## src/verilog/accel_out_pkg.sv

```systemverilog
/*
  Shared constants and carriers for the axis output and event status block.
  Assumes a register port inside the device that presents a byte address and
  a one-cycle read strobe.
*/
`default_nettype none

package accel_out_pkg;

  // ****************************************************************
  // register offsets
  // ****************************************************************
  localparam logic [7:0] X_ACCEL_LOW_ADDR = 8'h0D;
  localparam logic [7:0] X_ACCEL_HIGH_ADDR = 8'h0E;
  localparam logic [7:0] Y_ACCEL_LOW_ADDR = 8'h0F;
  localparam logic [7:0] Y_ACCEL_HIGH_ADDR = 8'h10;
  localparam logic [7:0] Z_ACCEL_LOW_ADDR = 8'h11;
  localparam logic [7:0] Z_ACCEL_HIGH_ADDR = 8'h12;
  localparam logic [7:0] MOTION_SAMPLE_FLAGS_ADDR = 8'h13;
  localparam logic [7:0] PENDING_IRQ_FLAGS_ADDR = 8'h14;

  // ****************************************************************
  // field positions and reset values
  // ****************************************************************
  localparam int TILT_BIT = 0;
  localparam int FLIP_BIT = 1;
  localparam int MOVE_BIT = 2;
  localparam int SHAKE_BIT = 3;
  localparam int TILT35_BIT = 4;
  localparam int NEW_SAMPLE_BIT = 7;
  localparam int RAW_WIDTH = 14;
  localparam int FULL_WIDTH = 16;
  localparam logic [7:0] REG_RESET = 8'h00;
  localparam logic [15:0] SAMPLE_RESET = 16'h0000;
  localparam logic [7:0] UNMAPPED_READ = 8'h00;

  // one sample set of three axes
  typedef struct packed {
    logic [15:0] x_axis_sample;
    logic [15:0] y_axis_sample;
    logic [15:0] z_axis_sample;
  } sample_set_t;

  // motion event levels from the detector, bit order as the status fields
  typedef struct packed {
    logic tilt35;
    logic shake;
    logic movement;
    logic flip;
    logic tilt;
  } motion_events_t;

endpackage : accel_out_pkg

`default_nettype wire

```

## src/verilog/accel_output_and_event_status.sv

```systemverilog
/*
  Axis output registers, live motion status and clear-on-read pending status.
  Assumes the detector, sampler and register port all run on MCLK; motion
  control and interrupt enable settings arrive as plain levels.
*/
`timescale 1ns/10ps
`default_nettype none

module accel_output_and_event_status
  import accel_out_pkg::*;
(
  // clock and reset
  input wire logic MCLK,
  input wire logic RSTN,
  // register read port
  input wire logic [7:0] RD_ADDR,
  input wire logic RD_STROBE,
  output logic [7:0] RD_DATA,
  // sampler side
  input wire logic SAMPLE_VALID,
  input wire accel_out_pkg::sample_set_t SAMPLE_IN,
  input wire logic SAMPLING_ACTIVE,
  // motion detector levels
  input wire accel_out_pkg::motion_events_t EVENTS_FILTERED,
  input wire accel_out_pkg::motion_events_t EVENTS_RAW,
  // settings
  input wire logic UNPROCESSED_PASSTHROUGH_SETTING,
  input wire logic ORIENTATION_DETECT_ON,
  input wire logic MOVEMENT_DETECT_ON,
  input wire logic SHAKE_DETECT_ON,
  input wire logic TILT35_DETECT_ON,
  input wire logic MOTION_LATCH_ON,
  input wire logic UNFILTERED_FLAG_SELECT,
  input wire logic [7:0] IRQ_ENABLE
);

  import accel_out_pkg::*;

  // ****************************************************************
  // helpers
  // ****************************************************************
  // keep the low RAW_WIDTH bits and sign extend them
  function automatic logic [15:0] to_raw_width(input logic [15:0] v);
    to_raw_width = {{(FULL_WIDTH - RAW_WIDTH){v[RAW_WIDTH - 1]}},
                    v[RAW_WIDTH - 1:0]};
  endfunction : to_raw_width

  // ****************************************************************
  // state
  // ****************************************************************
  sample_set_t samples, next_samples;
  logic new_sample, next_new_sample;
  motion_events_t held, next_held;
  logic [4:0] pending_motion, next_pending_motion;
  logic sample_done_pending, next_sample_done_pending;
  logic [7:0] rd_data_q, next_rd_data;

  motion_events_t picked;
  motion_events_t gated;
  motion_events_t shown;
  logic [4:0] enables;
  logic rd_status;
  logic rd_pending;
  logic [7:0] status_byte;
  logic [7:0] pending_byte;

  // ****************************************************************
  // motion flags
  // ****************************************************************
  // choose source, then gate each flag by its feature enable
  always_comb begin
    picked = UNFILTERED_FLAG_SELECT ? EVENTS_RAW : EVENTS_FILTERED;
    enables[TILT_BIT] = ORIENTATION_DETECT_ON;
    enables[FLIP_BIT] = ORIENTATION_DETECT_ON;
    enables[MOVE_BIT] = MOVEMENT_DETECT_ON;
    enables[SHAKE_BIT] = SHAKE_DETECT_ON;
    enables[TILT35_BIT] = TILT35_DETECT_ON;
    gated = picked & enables;
    // latch keeps a flag up until the feature or the latch is switched off
    if (MOTION_LATCH_ON) begin
      next_held = (held | gated) & enables;
    end else begin
      next_held = gated;
    end
    shown = MOTION_LATCH_ON ? (held | gated) : gated;
  end

  // ****************************************************************
  // samples and new-sample flag
  // ****************************************************************
  assign rd_status = RD_STROBE && (RD_ADDR == MOTION_SAMPLE_FLAGS_ADDR);
  assign rd_pending = RD_STROBE && (RD_ADDR == PENDING_IRQ_FLAGS_ADDR);

  // the whole set is loaded in one edge so reads never mix samples
  always_comb begin
    next_samples = samples;
    next_new_sample = new_sample;
    if (rd_status) begin
      next_new_sample = 1'b0;
    end
    if (SAMPLE_VALID && SAMPLING_ACTIVE) begin
      next_samples = SAMPLE_IN;
      next_new_sample = 1'b1;
      // width chosen at store time; a later mode change leaves the set alone
      if (UNPROCESSED_PASSTHROUGH_SETTING) begin
        next_samples = {to_raw_width(SAMPLE_IN.x_axis_sample),
                        to_raw_width(SAMPLE_IN.y_axis_sample),
                        to_raw_width(SAMPLE_IN.z_axis_sample)};
      end
    end
  end

  // ****************************************************************
  // pending flags
  // ****************************************************************
  // a new event beats the clear of the same read, so nothing is lost
  always_comb begin
    logic [4:0] arm;
    arm = '0;
    arm[TILT_BIT] = IRQ_ENABLE[TILT_BIT] & ORIENTATION_DETECT_ON;
    arm[FLIP_BIT] = IRQ_ENABLE[FLIP_BIT] & ORIENTATION_DETECT_ON;
    arm[MOVE_BIT] = IRQ_ENABLE[MOVE_BIT] & MOVEMENT_DETECT_ON;
    arm[SHAKE_BIT] = IRQ_ENABLE[SHAKE_BIT] & SHAKE_DETECT_ON
                     & MOVEMENT_DETECT_ON;
    arm[TILT35_BIT] = IRQ_ENABLE[TILT35_BIT] & TILT35_DETECT_ON
                      & MOVEMENT_DETECT_ON;
    next_pending_motion = rd_pending ? 5'h00 : pending_motion;
    next_pending_motion = next_pending_motion | (shown & arm);
    next_sample_done_pending = rd_pending ? 1'b0 : sample_done_pending;
    if (SAMPLE_VALID && SAMPLING_ACTIVE && IRQ_ENABLE[NEW_SAMPLE_BIT]) begin
      next_sample_done_pending = 1'b1;
    end
  end

  // ****************************************************************
  // read mux
  // ****************************************************************
  // reserved bits 5 and 6 are tied low in both status bytes
  always_comb begin
    status_byte = {new_sample, 2'b00, shown};
    pending_byte = {sample_done_pending, 2'b00, pending_motion};
    next_rd_data = rd_data_q;
    if (RD_STROBE) begin
      case (RD_ADDR)
        X_ACCEL_LOW_ADDR: next_rd_data = samples.x_axis_sample[7:0];
        X_ACCEL_HIGH_ADDR: next_rd_data = samples.x_axis_sample[15:8];
        Y_ACCEL_LOW_ADDR: next_rd_data = samples.y_axis_sample[7:0];
        Y_ACCEL_HIGH_ADDR: next_rd_data = samples.y_axis_sample[15:8];
        Z_ACCEL_LOW_ADDR: next_rd_data = samples.z_axis_sample[7:0];
        Z_ACCEL_HIGH_ADDR: next_rd_data = samples.z_axis_sample[15:8];
        MOTION_SAMPLE_FLAGS_ADDR: next_rd_data = status_byte;
        PENDING_IRQ_FLAGS_ADDR: next_rd_data = pending_byte;
        default: next_rd_data = UNMAPPED_READ;
      endcase
    end
  end

  assign RD_DATA = rd_data_q;

  // ****************************************************************
  // registers
  // ****************************************************************
  // synchronous reset; every state bit has a defined value
  always_ff @(posedge MCLK) begin
    if (!RSTN) begin
      samples <= {SAMPLE_RESET, SAMPLE_RESET, SAMPLE_RESET};
      new_sample <= 1'b0;
      held <= '0;
      pending_motion <= 5'h00;
      sample_done_pending <= 1'b0;
      rd_data_q <= REG_RESET;
    end else begin
      samples <= next_samples;
      new_sample <= next_new_sample;
      held <= next_held;
      pending_motion <= next_pending_motion;
      sample_done_pending <= next_sample_done_pending;
      rd_data_q <= next_rd_data;
    end
  end

endmodule : accel_output_and_event_status

`default_nettype wire
```

## config.mk

```make
export PLATFORM = sky130hd
export DESIGN_NAME = accel_output_and_event_status
export DESIGN_NICKNAME = d
export VERILOG_FILES = /design/src/verilog/accel_out_pkg.sv /design/src/verilog/accel_output_and_event_status.sv
export SDC_FILE = /design/constraint.sdc
export NUM_CORES = 1
export LEC_CHECK = 0
export BUFFER_PORTS_ARGS = -buffer_cell sky130_fd_sc_hd__buf_2
export CORE_MARGIN = 5
export CORE_UTILIZATION = 25
export CTS_CLUSTER_DIAMETER = 80
export CTS_CLUSTER_SIZE = 20
export DETAILED_ROUTE_END_ITERATION = 10
export PLACE_DENSITY = 0.49
export SYNTH_ARGS = -nofsm -noshare
export SYNTH_HDL_FRONTEND = slang
export SYNTH_SLANG_ARGS = --single-unit
```

## constraint.sdc

```tcl
create_clock -name MCLK -period 2.4 [get_ports MCLK]
set_input_delay 0.36 -clock MCLK [delete_from_list [all_inputs] [get_ports MCLK]]
set_output_delay 0.36 -clock MCLK [all_outputs]
set_load 0.05 [all_outputs]
```

Word-level counts from Yosys, hierarchy flattened
Index checks and enable logic that the tools add are counted.
{"block": "word_totals", "ff_bits": 68, "elab_cells": 48, "out_inout_bits": 8, "in_bits": 86}
{"block": "classes", "reduce_logical": 6, "n_mux": 10, "eq_ne": 8, "n_bitwise": 12}
{"operator": "$pmux 8 s8", "count": 1}
{"operator": "$mux 48", "count": 1}
{"operator": "$eq 8x5->1 const B", "count": 5}
{"operator": "$eq 8x4->1 const B", "count": 3}
{"operator": "$mux 5", "count": 4}
{"operator": "$and 5x5->5", "count": 3}
{"operator": "$or 5x5->5", "count": 2}
{"operator": "$and 1x1->1", "count": 7}
{"operator": "$logic_and 1x1->1", "count": 4}
{"operator": "$mux 1", "count": 4}
{"operator": "$reduce_bool 2->1", "count": 2}

Logic depth before layout (Yosys ltp)
Gate-level depths: netlist (run 1).
{"block": "logic_depth", "ltp_word": 6, "ltp_mapped": 6, "mapped_depth_nobuf": 4}

Worst setup path after synthesis (run 1)
No wires, ideal clock.
{"block": "synth_path", "path_kind": "input-to-reg", "start": "input port RD_ADDR[5]", "end": "register pending_motion[0]", "arrival_ns": 1.691, "setup_slack_ns": 0.592, "cell_stages": 4, "cell_sequence": "or4b_4 nor4_4 a21oi_2 a22o_1"}
{"block": "synth_between", "elab_chain_cells": 4}
{"element": "start, declared", "line_no": "accel_output_and_event_status.sv:16", "rtl": "input wire logic [7:0] RD_ADDR,"}
{"element": "$eq 8x5->1", "line_no": "accel_output_and_event_status.sv:92", "rtl": "assign rd_pending = RD_STROBE && (RD_ADDR == PENDING_IRQ_FLAGS_ADDR);"}
{"element": "$logic_and 1x1->1", "line_no": "accel_output_and_event_status.sv:92"}
{"element": "$mux 5", "line_no": "accel_output_and_event_status.sv:127", "rtl": "next_pending_motion = rd_pending ? 5'h00 : pending_motion;"}
{"element": "$or 5x5->5", "line_no": "accel_output_and_event_status.sv:128", "rtl": "next_pending_motion = next_pending_motion | (shown & arm);"}
{"element": "end signal, assigned", "line_no": "accel_output_and_event_status.sv:176", "rtl": "pending_motion <= next_pending_motion;"}
{"element": "end, declared", "line_no": "accel_output_and_event_status.sv:54", "rtl": "logic [4:0] pending_motion, next_pending_motion;"}
Every way passes these cells.
A chain may end at the register's enable or synchronous reset.

Worst setup path in the final report (run 1)
Ends and elaborated chain as after synthesis.

==> flow_results.org, run 1 <==
** Floorplan
- The die covers 14700 um^2.
- In this run the vertical extent of the chip is 121 um.
- Once the floorplan was initialized, standard cells occupied 25.7% of the core.
- Count of pins on the block boundary :: 94
- Measured along the x axis, the die boundary spans 121 um.
- FP Rows :: 40
- Standard cell core area :: 12100 um^2

** Synthesis
- Total standard cell area after synthesis :: 3100 um^2
- Biggest area contributors in the synthesized netlist :: sky130_fd_sc_hd__dfxtp_1 (44%), sky130_fd_sc_hd__nand2_1 (11%), sky130_fd_sc_hd__a21oi_1 (7.9%)
- Number of cells produced by synthesis :: 362
- Of the synthesized area, sequential elements account for 43.9%.
- The average instance in the mapped netlist occupies 8.56 um^2.
- Syn_nets :: 448
- The synthesized design devotes to its leading area cell type 43.9% of total area.
- Post-synthesis cell type count :: 47
- Largest area contributor in the netlist :: sky130_fd_sc_hd__dfxtp_1
- Yosys printed 0 warnings.
- Total of flip-flops plus latches after synthesis :: 68

** Worst setup path
- Launch point of the critical path :: RD_ADDR[5]
- Critical path startpoint category :: input pin
- Of all nets on the critical path, the largest fanout is 8.
- Worst reg2reg path startpoint :: samples[18]
- At the worst endpoint, the required time is 2.62 ns.
- Number of cells on the worst reg-to-reg path :: 4
- Kind of critical path :: in2reg
- Across all register-to-register paths, the minimum setup slack is 1.09 ns.
- Data arrival time of the critical path :: 2.03 ns
- The most critical setup path has its endpoint at pending_motion[0].
- Kind of capture point of the worst setup path :: flop
- Reg-to-reg endpoint :: RD_DATA[2]

** Clock tree
- Maximum buffer depth of the clock tree :: 2
- Number of clock sinks :: 68
- Hold buffer count at CTS :: 0
- Source-to-sink clock delay at the later pin of the worst-skew pair :: 0.33 ns
- After clock tree synthesis, the clock-pin slew on the worst setup and hold paths is 0.06 ns.
- In this run the number of H-tree levels came out at 3.
- Post-CTS repair changed the size of 0 cells.
- Post-CTS setup buffer count :: 0
- Clk Tree Root Cell :: sky130_fd_sc_hd__clkbuf_16
- TritonCTS built the clock tree.
- The number of clock buffers added by TritonCTS is 9.

** Pwr
- Overall power of the completed layout :: 2.81 mW
- Summed over all cells, the static leakage comes to 1.58 nW.
- Cell Pwr Density :: 697 nW/um^2
- VDD sags by at most 0.266 mV.

** Layout
- Most frequent standard cell in the layout excluding fill and tap cells :: sky130_fd_sc_hd__nand2_1
- Leading cell types in the layout, fill and taps excluded :: sky130_fd_sc_hd__nand2_1 (94), sky130_fd_sc_hd__buf_2 (91), sky130_fd_sc_hd__dfxtp_1 (68), sky130_fd_sc_hd__a21oi_1 (49)
- Summing all flip-flop and latch instances after layout gives 1360 um^2.
- Counting the fill cells in the layout gives 1301.
- At the end of the flow the core is filled with cells to 33.4%.
- Of the cells placed in the final design, the portion with a size suffix greater than 1 is 28.9%.
- The final layout contains 534 nets.
- The number of antenna diodes in the final layout is 0.
- Post-synthesis to final-layout area growth :: 30.1%
- Area occupied by multi-input gates :: 1630 um^2

** Global routing
- Total Routing Usage GR :: 12.8%
- Entering global routing, the biggest net connects 55 pins.
- The via count of the first global-routing pass is 2954.
- After global routing the overflow that remains totals 0.
- Wire length of the first global-routing pass :: 14800 um
- The number of antenna violations at the first check in global routing was 0.

** STA
- Setup total negative slack :: 0 ns
- Setup repair after global routing left no endpoint under its margin.
- Setup violations remaining at the end of the flow were counted as 0.
- Worst Slack Setup Final :: 0.594 ns
- Relative slew margins :: 59.2%
- Max Freq :: 0.554 GHz
- Setup skew after layout :: 0.00275 ns
- Worst-margin pin slew :: 0.611 ns
- For the finished layout, the period the worst path requires is 1.81 ns.
- Tightest hold margin :: 0.245 ns
- After layout, the worst path uses 75.3% of the clock period.
- Number of hold violations in the final report :: 0
- Max Transition Viols Final :: 0

** Detailed routing
- After detailed routing, the average wire length per cell comes to 14.9 um.
- Average vias per placed instance :: 4.62
- In this run, the number of DRC markers left after iteration 0 of detailed routing was 138.
- For this run, design rule violations remaining after detail routing come to 0.
- The detail route stage leaves a number of antenna-violating nets equal to 0.
- The detailed router placed 2868 vias in this run.
- After detailed routing, the total wire length is 9220 um.
- For this run, the detailed router's first-pass iteration total came to 4.

** Placement
- Timing analysis after detailed placement gives a worst setup slack of 0.245 ns.
- GPL Wtd Cong :: 0.752
- The wire-length estimate of the detail-placed layout is 7010 um.
- Port-buffer cells :: 91

** Status
- Outcome :: complete, no violations

** Min path
- Class of the worst hold path :: in2reg

** Flow run
- Max-cap violations :: 0
per-layer routing:
metal  part of all wire (%)  global-route usage [%]  routed length (um)
met1                     48                    17.6                4450
met2                     46                    20.1                4280
met3                    3.7                    2.00                 342
met4                    1.6                    4.83                 148
met5                      0                       0                   0
synthesized netlist by cell type, drive strengths merged:
| master | n |
|---|---|
| a21boi | 1 |
| dfxtp | 68 |
| nor4b | 1 |
| a222oi | 1 |
| o21ai | 9 |
| a221oi | 1 |
| a311oi | 4 |
| inv | 2 |
| and4 | 1 |
| nor2 | 9 |
| nor2b | 8 |
| or3b | 1 |
| nor3 | 5 |
| nand4b | 1 |
| clkbuf | 18 |
| a22o | 7 |
| nand3b | 1 |
| or4b | 1 |
| a32o | 2 |
| a211o | 4 |
| nand3 | 2 |
| o31ai | 3 |
| and2 | 1 |
| o2111ai | 2 |
| a31oi | 6 |
| clkinv | 1 |
| mux4 | 1 |
| mux2i | 7 |
| and3 | 1 |
| o32a | 4 |
| o21a | 1 |
| mux2 | 13 |
| nor3b | 2 |
| nand2 | 94 |
| nor4 | 1 |
| a21oi | 50 |
| nand2b | 8 |
| a22oi | 11 |
| o2bb2ai | 2 |
| buf | 6 |
| a211oi | 1 |
layout make-up:
| class | count | share of cell area (%) |
|---|---|---|
| inverter | 3 | 0.279 |
| timing repair buffer | 99 | 12.8 |
| multi-input combinational | 267 | 40.5 |
| tap | 168 | 5.21 |
| clock buffer | 10 | 5.93 |
| clock inverter | 6 | 1.58 |
| sequential | 68 | 33.8 |
registers in the layout (all words and copies together) (netlist names):
register / count
samples: 48
new_sample: 1
pending_motion: 5
RD_DATA: 8
held: 5
sample_done_pending: 1
stage by stage:
| step | cell area (um^2) | std cells |
|---|---|---|
| detailed placement | 3730 | 605 |
| global route | 4030 | 621 |
| floorplan | 3100 | 362 |
| global placement | 3730 | 605 |
| CTS | 4030 | 621 |
| finish | 4030 | 621 |
where the power goes:
group          total (mW)  leakage, nW  internal (mW)  switching, mW
logic               0.278        0.880          0.122          0.156
clock network        1.33        0.144          0.830          0.501
registers            1.20        0.555           1.18         0.0237
how the worst min path moves through the flow:
stage                              from  slack, ns                end  cells after the start
after detailed placement    samples[33]       0.45        samples[33]                      2
final                     IRQ_ENABLE[1]       0.24  pending_motion[1]                      2
after global routing      IRQ_ENABLE[2]       0.25  pending_motion[2]                      2
after global placement      samples[39]       0.44        samples[39]                      2
after floorplan              samples[2]       0.43         samples[2]                      2
after CTS                 IRQ_ENABLE[1]       0.25  pending_motion[1]                      2
cells by family (layout without fill, tap and decap cells):
kind of cell | count (synthesis) | after routing | share of synthesized area (%)
compound gates | 109 | 109 | 24.0
buf+inv | 27 | 118 | 3.47
flops | 68 | 68 | 43.9
mux | 21 | 21 | 7.71
simple gates | 137 | 137 | 20.9
worst max-delay path: stages:
cell and delay [ns]:
sky130_fd_sc_hd__buf_2 0.10, sky130_fd_sc_hd__or4b_4 0.59, sky130_fd_sc_hd__nor4_4 0.51, sky130_fd_sc_hd__a21oi_2 0.20, sky130_fd_sc_hd__a22o_1 0.26
Power figures use the tool's default switching activity.
==> run 2, diff against run 1 <==
Settings changed: PLACE_DENSITY 0.49 to 0.5.
Clock period 2.4 ns to 1.6 ns, I/O delays scaled along.
==> run 2 against run 1 <==
Against the previous run: critical path depth stayed put; final cell count increased by 2.9%; total power is 54% higher; critical path type unchanged; highest routed layer unchanged; largest cell class unchanged; combinational power increased by 66%; cell area rose by 4.6%; first-iteration DRC count decreased by 4.3%; sequential power rose by 50%; worst hold slack got worse by 0.12 ns; via count rose by 2.9%.
==> flow_results.org, run 2 (synthesis results as in run 1) <==
** Layout
- In the final layout, the multi-input gates occupy 1640 um^2.
- The area growth from synthesis to layout is 36.1%.
- Finished Layout Cells :: 639
- The library cell used most frequently in the layout, excluding fill and tap cells, is sky130_fd_sc_hd__nand2_1.
- Leading cell types in the layout, fill and taps excluded :: sky130_fd_sc_hd__nand2_1 (94), sky130_fd_sc_hd__buf_2 (91), sky130_fd_sc_hd__dfxtp_1 (68), sky130_fd_sc_hd__a21oi_1 (49), sky130_fd_sc_hd__buf_4 (25)
- Fill cells in the final layout number 1264.
- For this run, the post-layout net count is 553.
- Largest register by flop count :: samples
- Cells with a size suffix above 1 make up 31.6% of the layout.
- Max reg flops :: 48
- Sequential Area :: 1360 um^2
- 0 antenna diodes ended up in the layout.

** Detailed routing
- ANT nets after route :: 0
- The routed design has 9570 um of wire.
- Dividing the detail-routed via count by the number of cells gives 4.62.
- Number of detailed-routing iterations run before antenna repair :: 4
- Detailed routing inserted a total of 2951 vias.
- In the detailed route, the total length drawn on met3 is 575 um.
- DR iter-0 viols :: 132
- In the final routing, the length of wire on met1 measures 4510 um.
- Length of routed met2 wiring :: 4270 um
- In the final routed layout, each cell accounts on average for 15.0 um.
- For this run, design rule violations remaining after detail routing come to 0.
- Highest routing layer actually used :: met4

** STA
- The hold violation count in the final report is 0.
- Setup skew after layout :: 0.00530 ns
- RSZ-0062 raised after global routing :: false
- Final critical-path share of the clock period :: 96.1%
- Worst-margin pin slew :: 0.359 ns
- Setup slack on the critical path of the routed design comes to 0.0617 ns.
- Total setup violations reported at the end of the flow :: 0
- The number of max-slew violations in the final report came to 0.
- The smallest clock period supported by the final layout is computed as 1.54 ns.
- Relative slew margins :: 75.4%
- Setup total negative slack :: 0 ns
- Based on the critical path, the design can be clocked at up to 0.650 GHz.
- Tightest hold margin :: 0.126 ns

** Floorplan
- Once the floorplan was initialized, standard cells occupied 25.7% of the core.
- The initialized floorplan defines 40 standard-cell rows.
- Count of pins on the block boundary :: 94
- Die height :: 121 um
- Standard cell core area :: 12100 um^2
- Die Span X :: 121 um
- The floorplan step defined a die boundary enclosing 14700 um^2.

** Global routing
- The first global-routing pass estimated 15300 um of wire.
- Total Routing Usage GR :: 13.1%
- Summed over all layers, the global routing overflow is 0.
- Entering global routing, the biggest net connects 55 pins.
- Number of global-route vias before repair :: 3116
- Antenna violations before repair :: 0

** Clock tree
- After clock tree synthesis, the clock-pin slew on the worst setup and hold paths is 0.06 ns.
- The tree built by TritonCTS fans out to 68 sinks.
- The clock tree synthesis step divided the H-tree into 3 levels.
- Clk Tree Root Cell :: sky130_fd_sc_hd__clkbuf_16
- Counting the buffers created by CTS gives 9.
- The later pin in the worst-skew pair is clocked with a latency of 0.33 ns.
- CTS tree :: yes
- Maximum buffer depth of the clock tree :: 2

** Pwr
- Cell Pwr Density :: 1030 nW/um^2
- The completed layout was analyzed and its total power is 4.34 mW.
- Worst vdd rail ir drop :: 0.498 mV
- Standby leakage power :: 1.69 nW

** Worst setup path
- Kind of capture point of the worst setup path :: flop
- Measured in cells, the most critical reg-to-reg path has a length of 4.
- Kind of cell adding the most delay to the critical path :: simple AND/OR/NAND/NOR gates
- Kind of critical path :: in2reg
- Worst setup path endpoint :: RD_DATA[3]
- Cell chain of the critical path :: buf_2, or4b_4, or3b_4, o32a_2, a311oi_2
- Largest fanout of any net on the critical path :: 4
- Reg-to-reg endpoint :: RD_DATA[2]
- The critical path crosses 5 cells after its start point.
- Worst reg2reg path startpoint :: samples[18]
- Data on the critical path is required at its endpoint by 1.83 ns.
- Master of the slowest instance on the critical path :: sky130_fd_sc_hd__or4b_4
- Launch point of the critical path :: RD_ADDR[5]
- The largest single stage delay on the critical path is 0.59 ns.
- Counting both buffers and inverters, the worst setup path holds a total of 1.
- At the worst endpoint, the arrival time is 1.77 ns.
- For flop-to-flop paths, the worst setup slack is 0.28 ns.
- Critical path startpoint category :: input pin

** Placement
- At the end of routability-driven placement, the weighted congestion stood at 0.767.
- Including well taps, the total number of placed cells is 623.
- Port-buffer cells :: 91
- Setup Slack @ Placement :: -0.288 ns
- Detailed-placement wirelength estimate :: 7380 um

** Flow run
- Max-cap violations in this run came to 0.

** Min path
- Class of the worst hold path :: in2reg

** Status
- The flow ran to the end, and the final reports show no timing, DRC or antenna violations.
-- run 2: area by class of cell --
| type | instances | share of cell area [%] |
|---|---|---|
| clock buffers | 9 | 5.34 |
| flip-flops and latches | 68 | 32.3 |
| multi-input cells | 267 | 38.8 |
| repair buffers | 118 | 16.2 |
| inverters | 3 | 0.267 |
| clock inverters | 6 | 2.14 |
| well taps | 168 | 4.98 |
-- run 2: how the worst min path moves through the flow --
stage	from	to	slack, ns	depth (start not counted)
2_1_floorplan	SHAKE_DETECT_ON	held[3]	0.37	2
3_3_place_gp	samples[16]	samples[16]	0.44	2
3_5_place_dp	samples[36]	samples[36]	0.45	2
4_1_cts	IRQ_ENABLE[0]	pending_motion[0]	0.12	2
5_1_grt	IRQ_ENABLE[0]	pending_motion[0]	0.13	2
6_report	IRQ_ENABLE[0]	pending_motion[0]	0.13	2
-- run 2: power breakdown --
part	total [mW]	internal, mW	switching [mW]
Sequential	1.80	1.77	0.0352
Combinational	0.461	0.215	0.246
Clock	2.08	1.36	0.721
Total	4.34	3.34	1.00
-- run 2: layer usage --
metal,global-route usage [%],vias to the layer above
met2,20.6,75
met1,17.3,1360
met3,3.03,15
met5,0,-
met4,5.18,0
li1,-,1501
-- run 2: stage by stage --
step / utilization, % / instance area, um^2
final: 35.0 / 4220
after global routing: 35.0 / 4220
after CTS: 34.9 / 4210
after detailed placement: 32.3 / 3890
after global placement: 32.3 / 3890
after floorplan: - / 3100
-- run 2: timing repair --
item / in CTS / in global routing
resized for setup: 0 / 1
hold buffers: 0 / 0
setup buffers: 0 / 1
endpoints found under the hold margin: 0 / 0
setup endpoints to repair: 0 / 5
==> run 3, diff against run 2 <==
Settings changed: CORE_UTILIZATION 25 to 35, PLACE_DENSITY 0.5 to 0.64.
==> run 3 against run 2 <==
Against the previous run: core utilization grew 11 points; die area decreased by 26%; clock power decreased by 41%; register-to-register slack worse by 0.02 ns; setup slack gained 0.031 ns; via count down 0.88%; non-clock buffer count is 4 lower; combinational power is 3% lower; fmax rose by 2.0%; largest cell class unchanged.
==> flow_results.org, run 3 (synthesis results as in run 1) <==
** Status
- Outcome :: complete, no violations

** Layout
- Leaving out fill and tap cells, the most frequent cells in the layout are sky130_fd_sc_hd__nand2_1 (94), sky130_fd_sc_hd__buf_2 (91), sky130_fd_sc_hd__dfxtp_1 (68), sky130_fd_sc_hd__a21oi_1 (49), sky130_fd_sc_hd__buf_4 (19).
- In the final layout, the share of cells above drive strength 1 is 31.0%.
- Measured on the finished design, the core utilization comes to 45.9%.
- Max reg flops :: 48
- The area growth from synthesis to layout is 28.6%.
- The repair_antennas step left the layout with diodes totalling 0.
- The register with the most flip-flops in the final layout is samples.
- Layout fillers :: 908
- Net count of the finished layout :: 549
- In the final layout, the multi-input gates occupy 1630 um^2.
- In the final layout, flip-flops and latches occupy 1360 um^2.
- Leaving out fill and tap cells, the most frequent cell in the layout is sky130_fd_sc_hd__nand2_1.

** STA
- For the final routed database, the setup TNS stands at 0 ns.
- Setup slack on the critical path of the routed design comes to 0.0923 ns.
- Max Transition Viols Final :: 0
- Clock period minus final worst setup slack :: 1.51 ns
- The hold violation count in the final report came to 0.
- Dividing the final minimum period by the clock period gives 94.2%.
- RSZ-0062 raised after global routing :: false
- On the final layout, the worst clock skew is 0.00603 ns.
- Total setup violations reported at the end of the flow :: 0
- In this run the tightest slew margin relative to its limit is 75.5%.
- Worst-margin pin slew :: 0.357 ns
- Tightest hold margin :: 0.109 ns
- Max Freq :: 0.663 GHz

** Worst setup path
- Largest fanout of any net on the critical path :: 4
- Kind of critical path :: in2reg
- Worst reg2reg path startpoint :: samples[34]
- STA classifies the critical path startpoint as an input pin.
- Launch point of the critical path :: RD_ADDR[5]
- Data on the critical path is required at its endpoint by 1.86 ns.
- The worst setup path is captured at a flop.
- Data arrival time of the critical path :: 1.76 ns

** Clock tree
- Clock-pin slew was measured on the worst setup and hold paths at 0.07 ns.
- CTS tree :: yes
- H-tree levels :: 3
- Maximum buffer depth of the clock tree :: 2
- Clk Tree Root Cell :: sky130_fd_sc_hd__clkbuf_8
- Number of clock sinks :: 68
- The number of clock buffers added by TritonCTS is 9.
- Source-to-sink clock delay at the later pin of the worst-skew pair :: 0.35 ns

** Placement
- GPL Wtd Cong :: 0.808
- Prior to clock tree synthesis, the placed netlist has a worst setup slack of -0.306 ns.
- Port buffering added 91 buffers.
- Once detailed placement completed, the half-perimeter wirelength came to 6630 um.

** Floorplan
- The initial utilization of the core area, before any placement, comes to 35.7%.
- 94 I/O pins were placed.
- The die is 104 um wide.
- Die area :: 10800 um^2
- Standard cell core area :: 8680 um^2
- FP Rows :: 34
- The die is 104 um tall.

** Global routing
- Antenna violations before repair :: 0
- The via count of the first global-routing pass came to 2977.
- For this run, the total global-route usage over all layers was measured as 16.1%.
- Overflow left after global routing :: 0
- Wire length of the first global-routing pass :: 14200 um
- Entering global routing, the biggest net connects 55 pins.

** Detailed routing
- In the final routed layout, each cell accounts on average for 15.3 um.
- For this run, design rule violations remaining after detail routing come to 0.
- The count of nets left with antenna violations once routing finished came out at 0.
- Across all layers, the routed design uses 2925 vias.
- Number of detailed-routing iterations run before antenna repair :: 5
- For this block, the routed nets add up to 8800 um of wire.
- DR iter-0 viols :: 118
- Average vias per placed instance :: 5.08

** Min path
- Class of the worst hold path :: in2reg
- In this run the most critical hold path is launched from IRQ_ENABLE[1].

** Pwr
- Standby leakage power :: 1.62 nW
- Cell Pwr Density :: 873 nW/um^2
- Across the VDD grid, the largest voltage drop is 0.407 mV.
- Summing internal, switching and leakage power gives 3.48 mW.

** Flow run
- Max-cap violations :: 0
## run 3: report_power, final
group | total [mW] | internal [mW] | switching, mW
sequential | 1.80 | 1.76 | 0.0355
combinational | 0.449 | 0.211 | 0.238
clock | 1.23 | 0.594 | 0.639
## run 3: final cells by class
type	instances	share of cell area, %
Inverter	3	0.282
Clock buffer	11	3.55
Clock inverter	5	0.691
Tap cell	108	3.39
Timing Repair Buffer	114	17.0
Multi-Input combinational cell	267	40.9
Sequential cell	68	34.1
## run 3: repair_timing
action	in CTS	in global routing
setup buffers	0	2
hold buffers	0	0
endpoints found under the setup margin	0	1
resized for setup	0	0
## run 3: worst max-delay path, stage by stage
cell                       delay [ns]
sky130_fd_sc_hd__buf_2           0.10
sky130_fd_sc_hd__or4b_4          0.59
sky130_fd_sc_hd__or3b_4          0.42
sky130_fd_sc_hd__o32a_1          0.18
sky130_fd_sc_hd__a311oi_2        0.23
## run 3: metal layers
| metal | track usage (%) | routed length [um] | part of all wire [%] |
|---|---|---|---|
| met2 | 26.2 | 4420 | 50 |
| met1 | 20.9 | 3910 | 44 |
| met4 | 7.12 | 129 | 1.5 |
| met3 | 2.79 | 349 | 4.0 |
| met5 | 0 | 0 | 0 |
## run 3: path summary, 6_finish.rpt
kind | end | slack, ns | depth (start not counted)
setup / recovery | RD_DATA[0] | 0.09 | 5
hold reg to reg | samples[2] | 0.46 | 2
hold / removal | pending_motion[1] | 0.11 | 2
setup reg to reg | RD_DATA[2] | 0.26 | 4
## run 3: per-stage QoR
step | instances | instance area (um^2)
5_1_grt | 576 | 3990
3_5_place_dp | 558 | 3800
6_report | 576 | 3990
2_1_floorplan | 362 | 3100
4_1_cts | 574 | 3970
3_3_place_gp | 558 | 3800
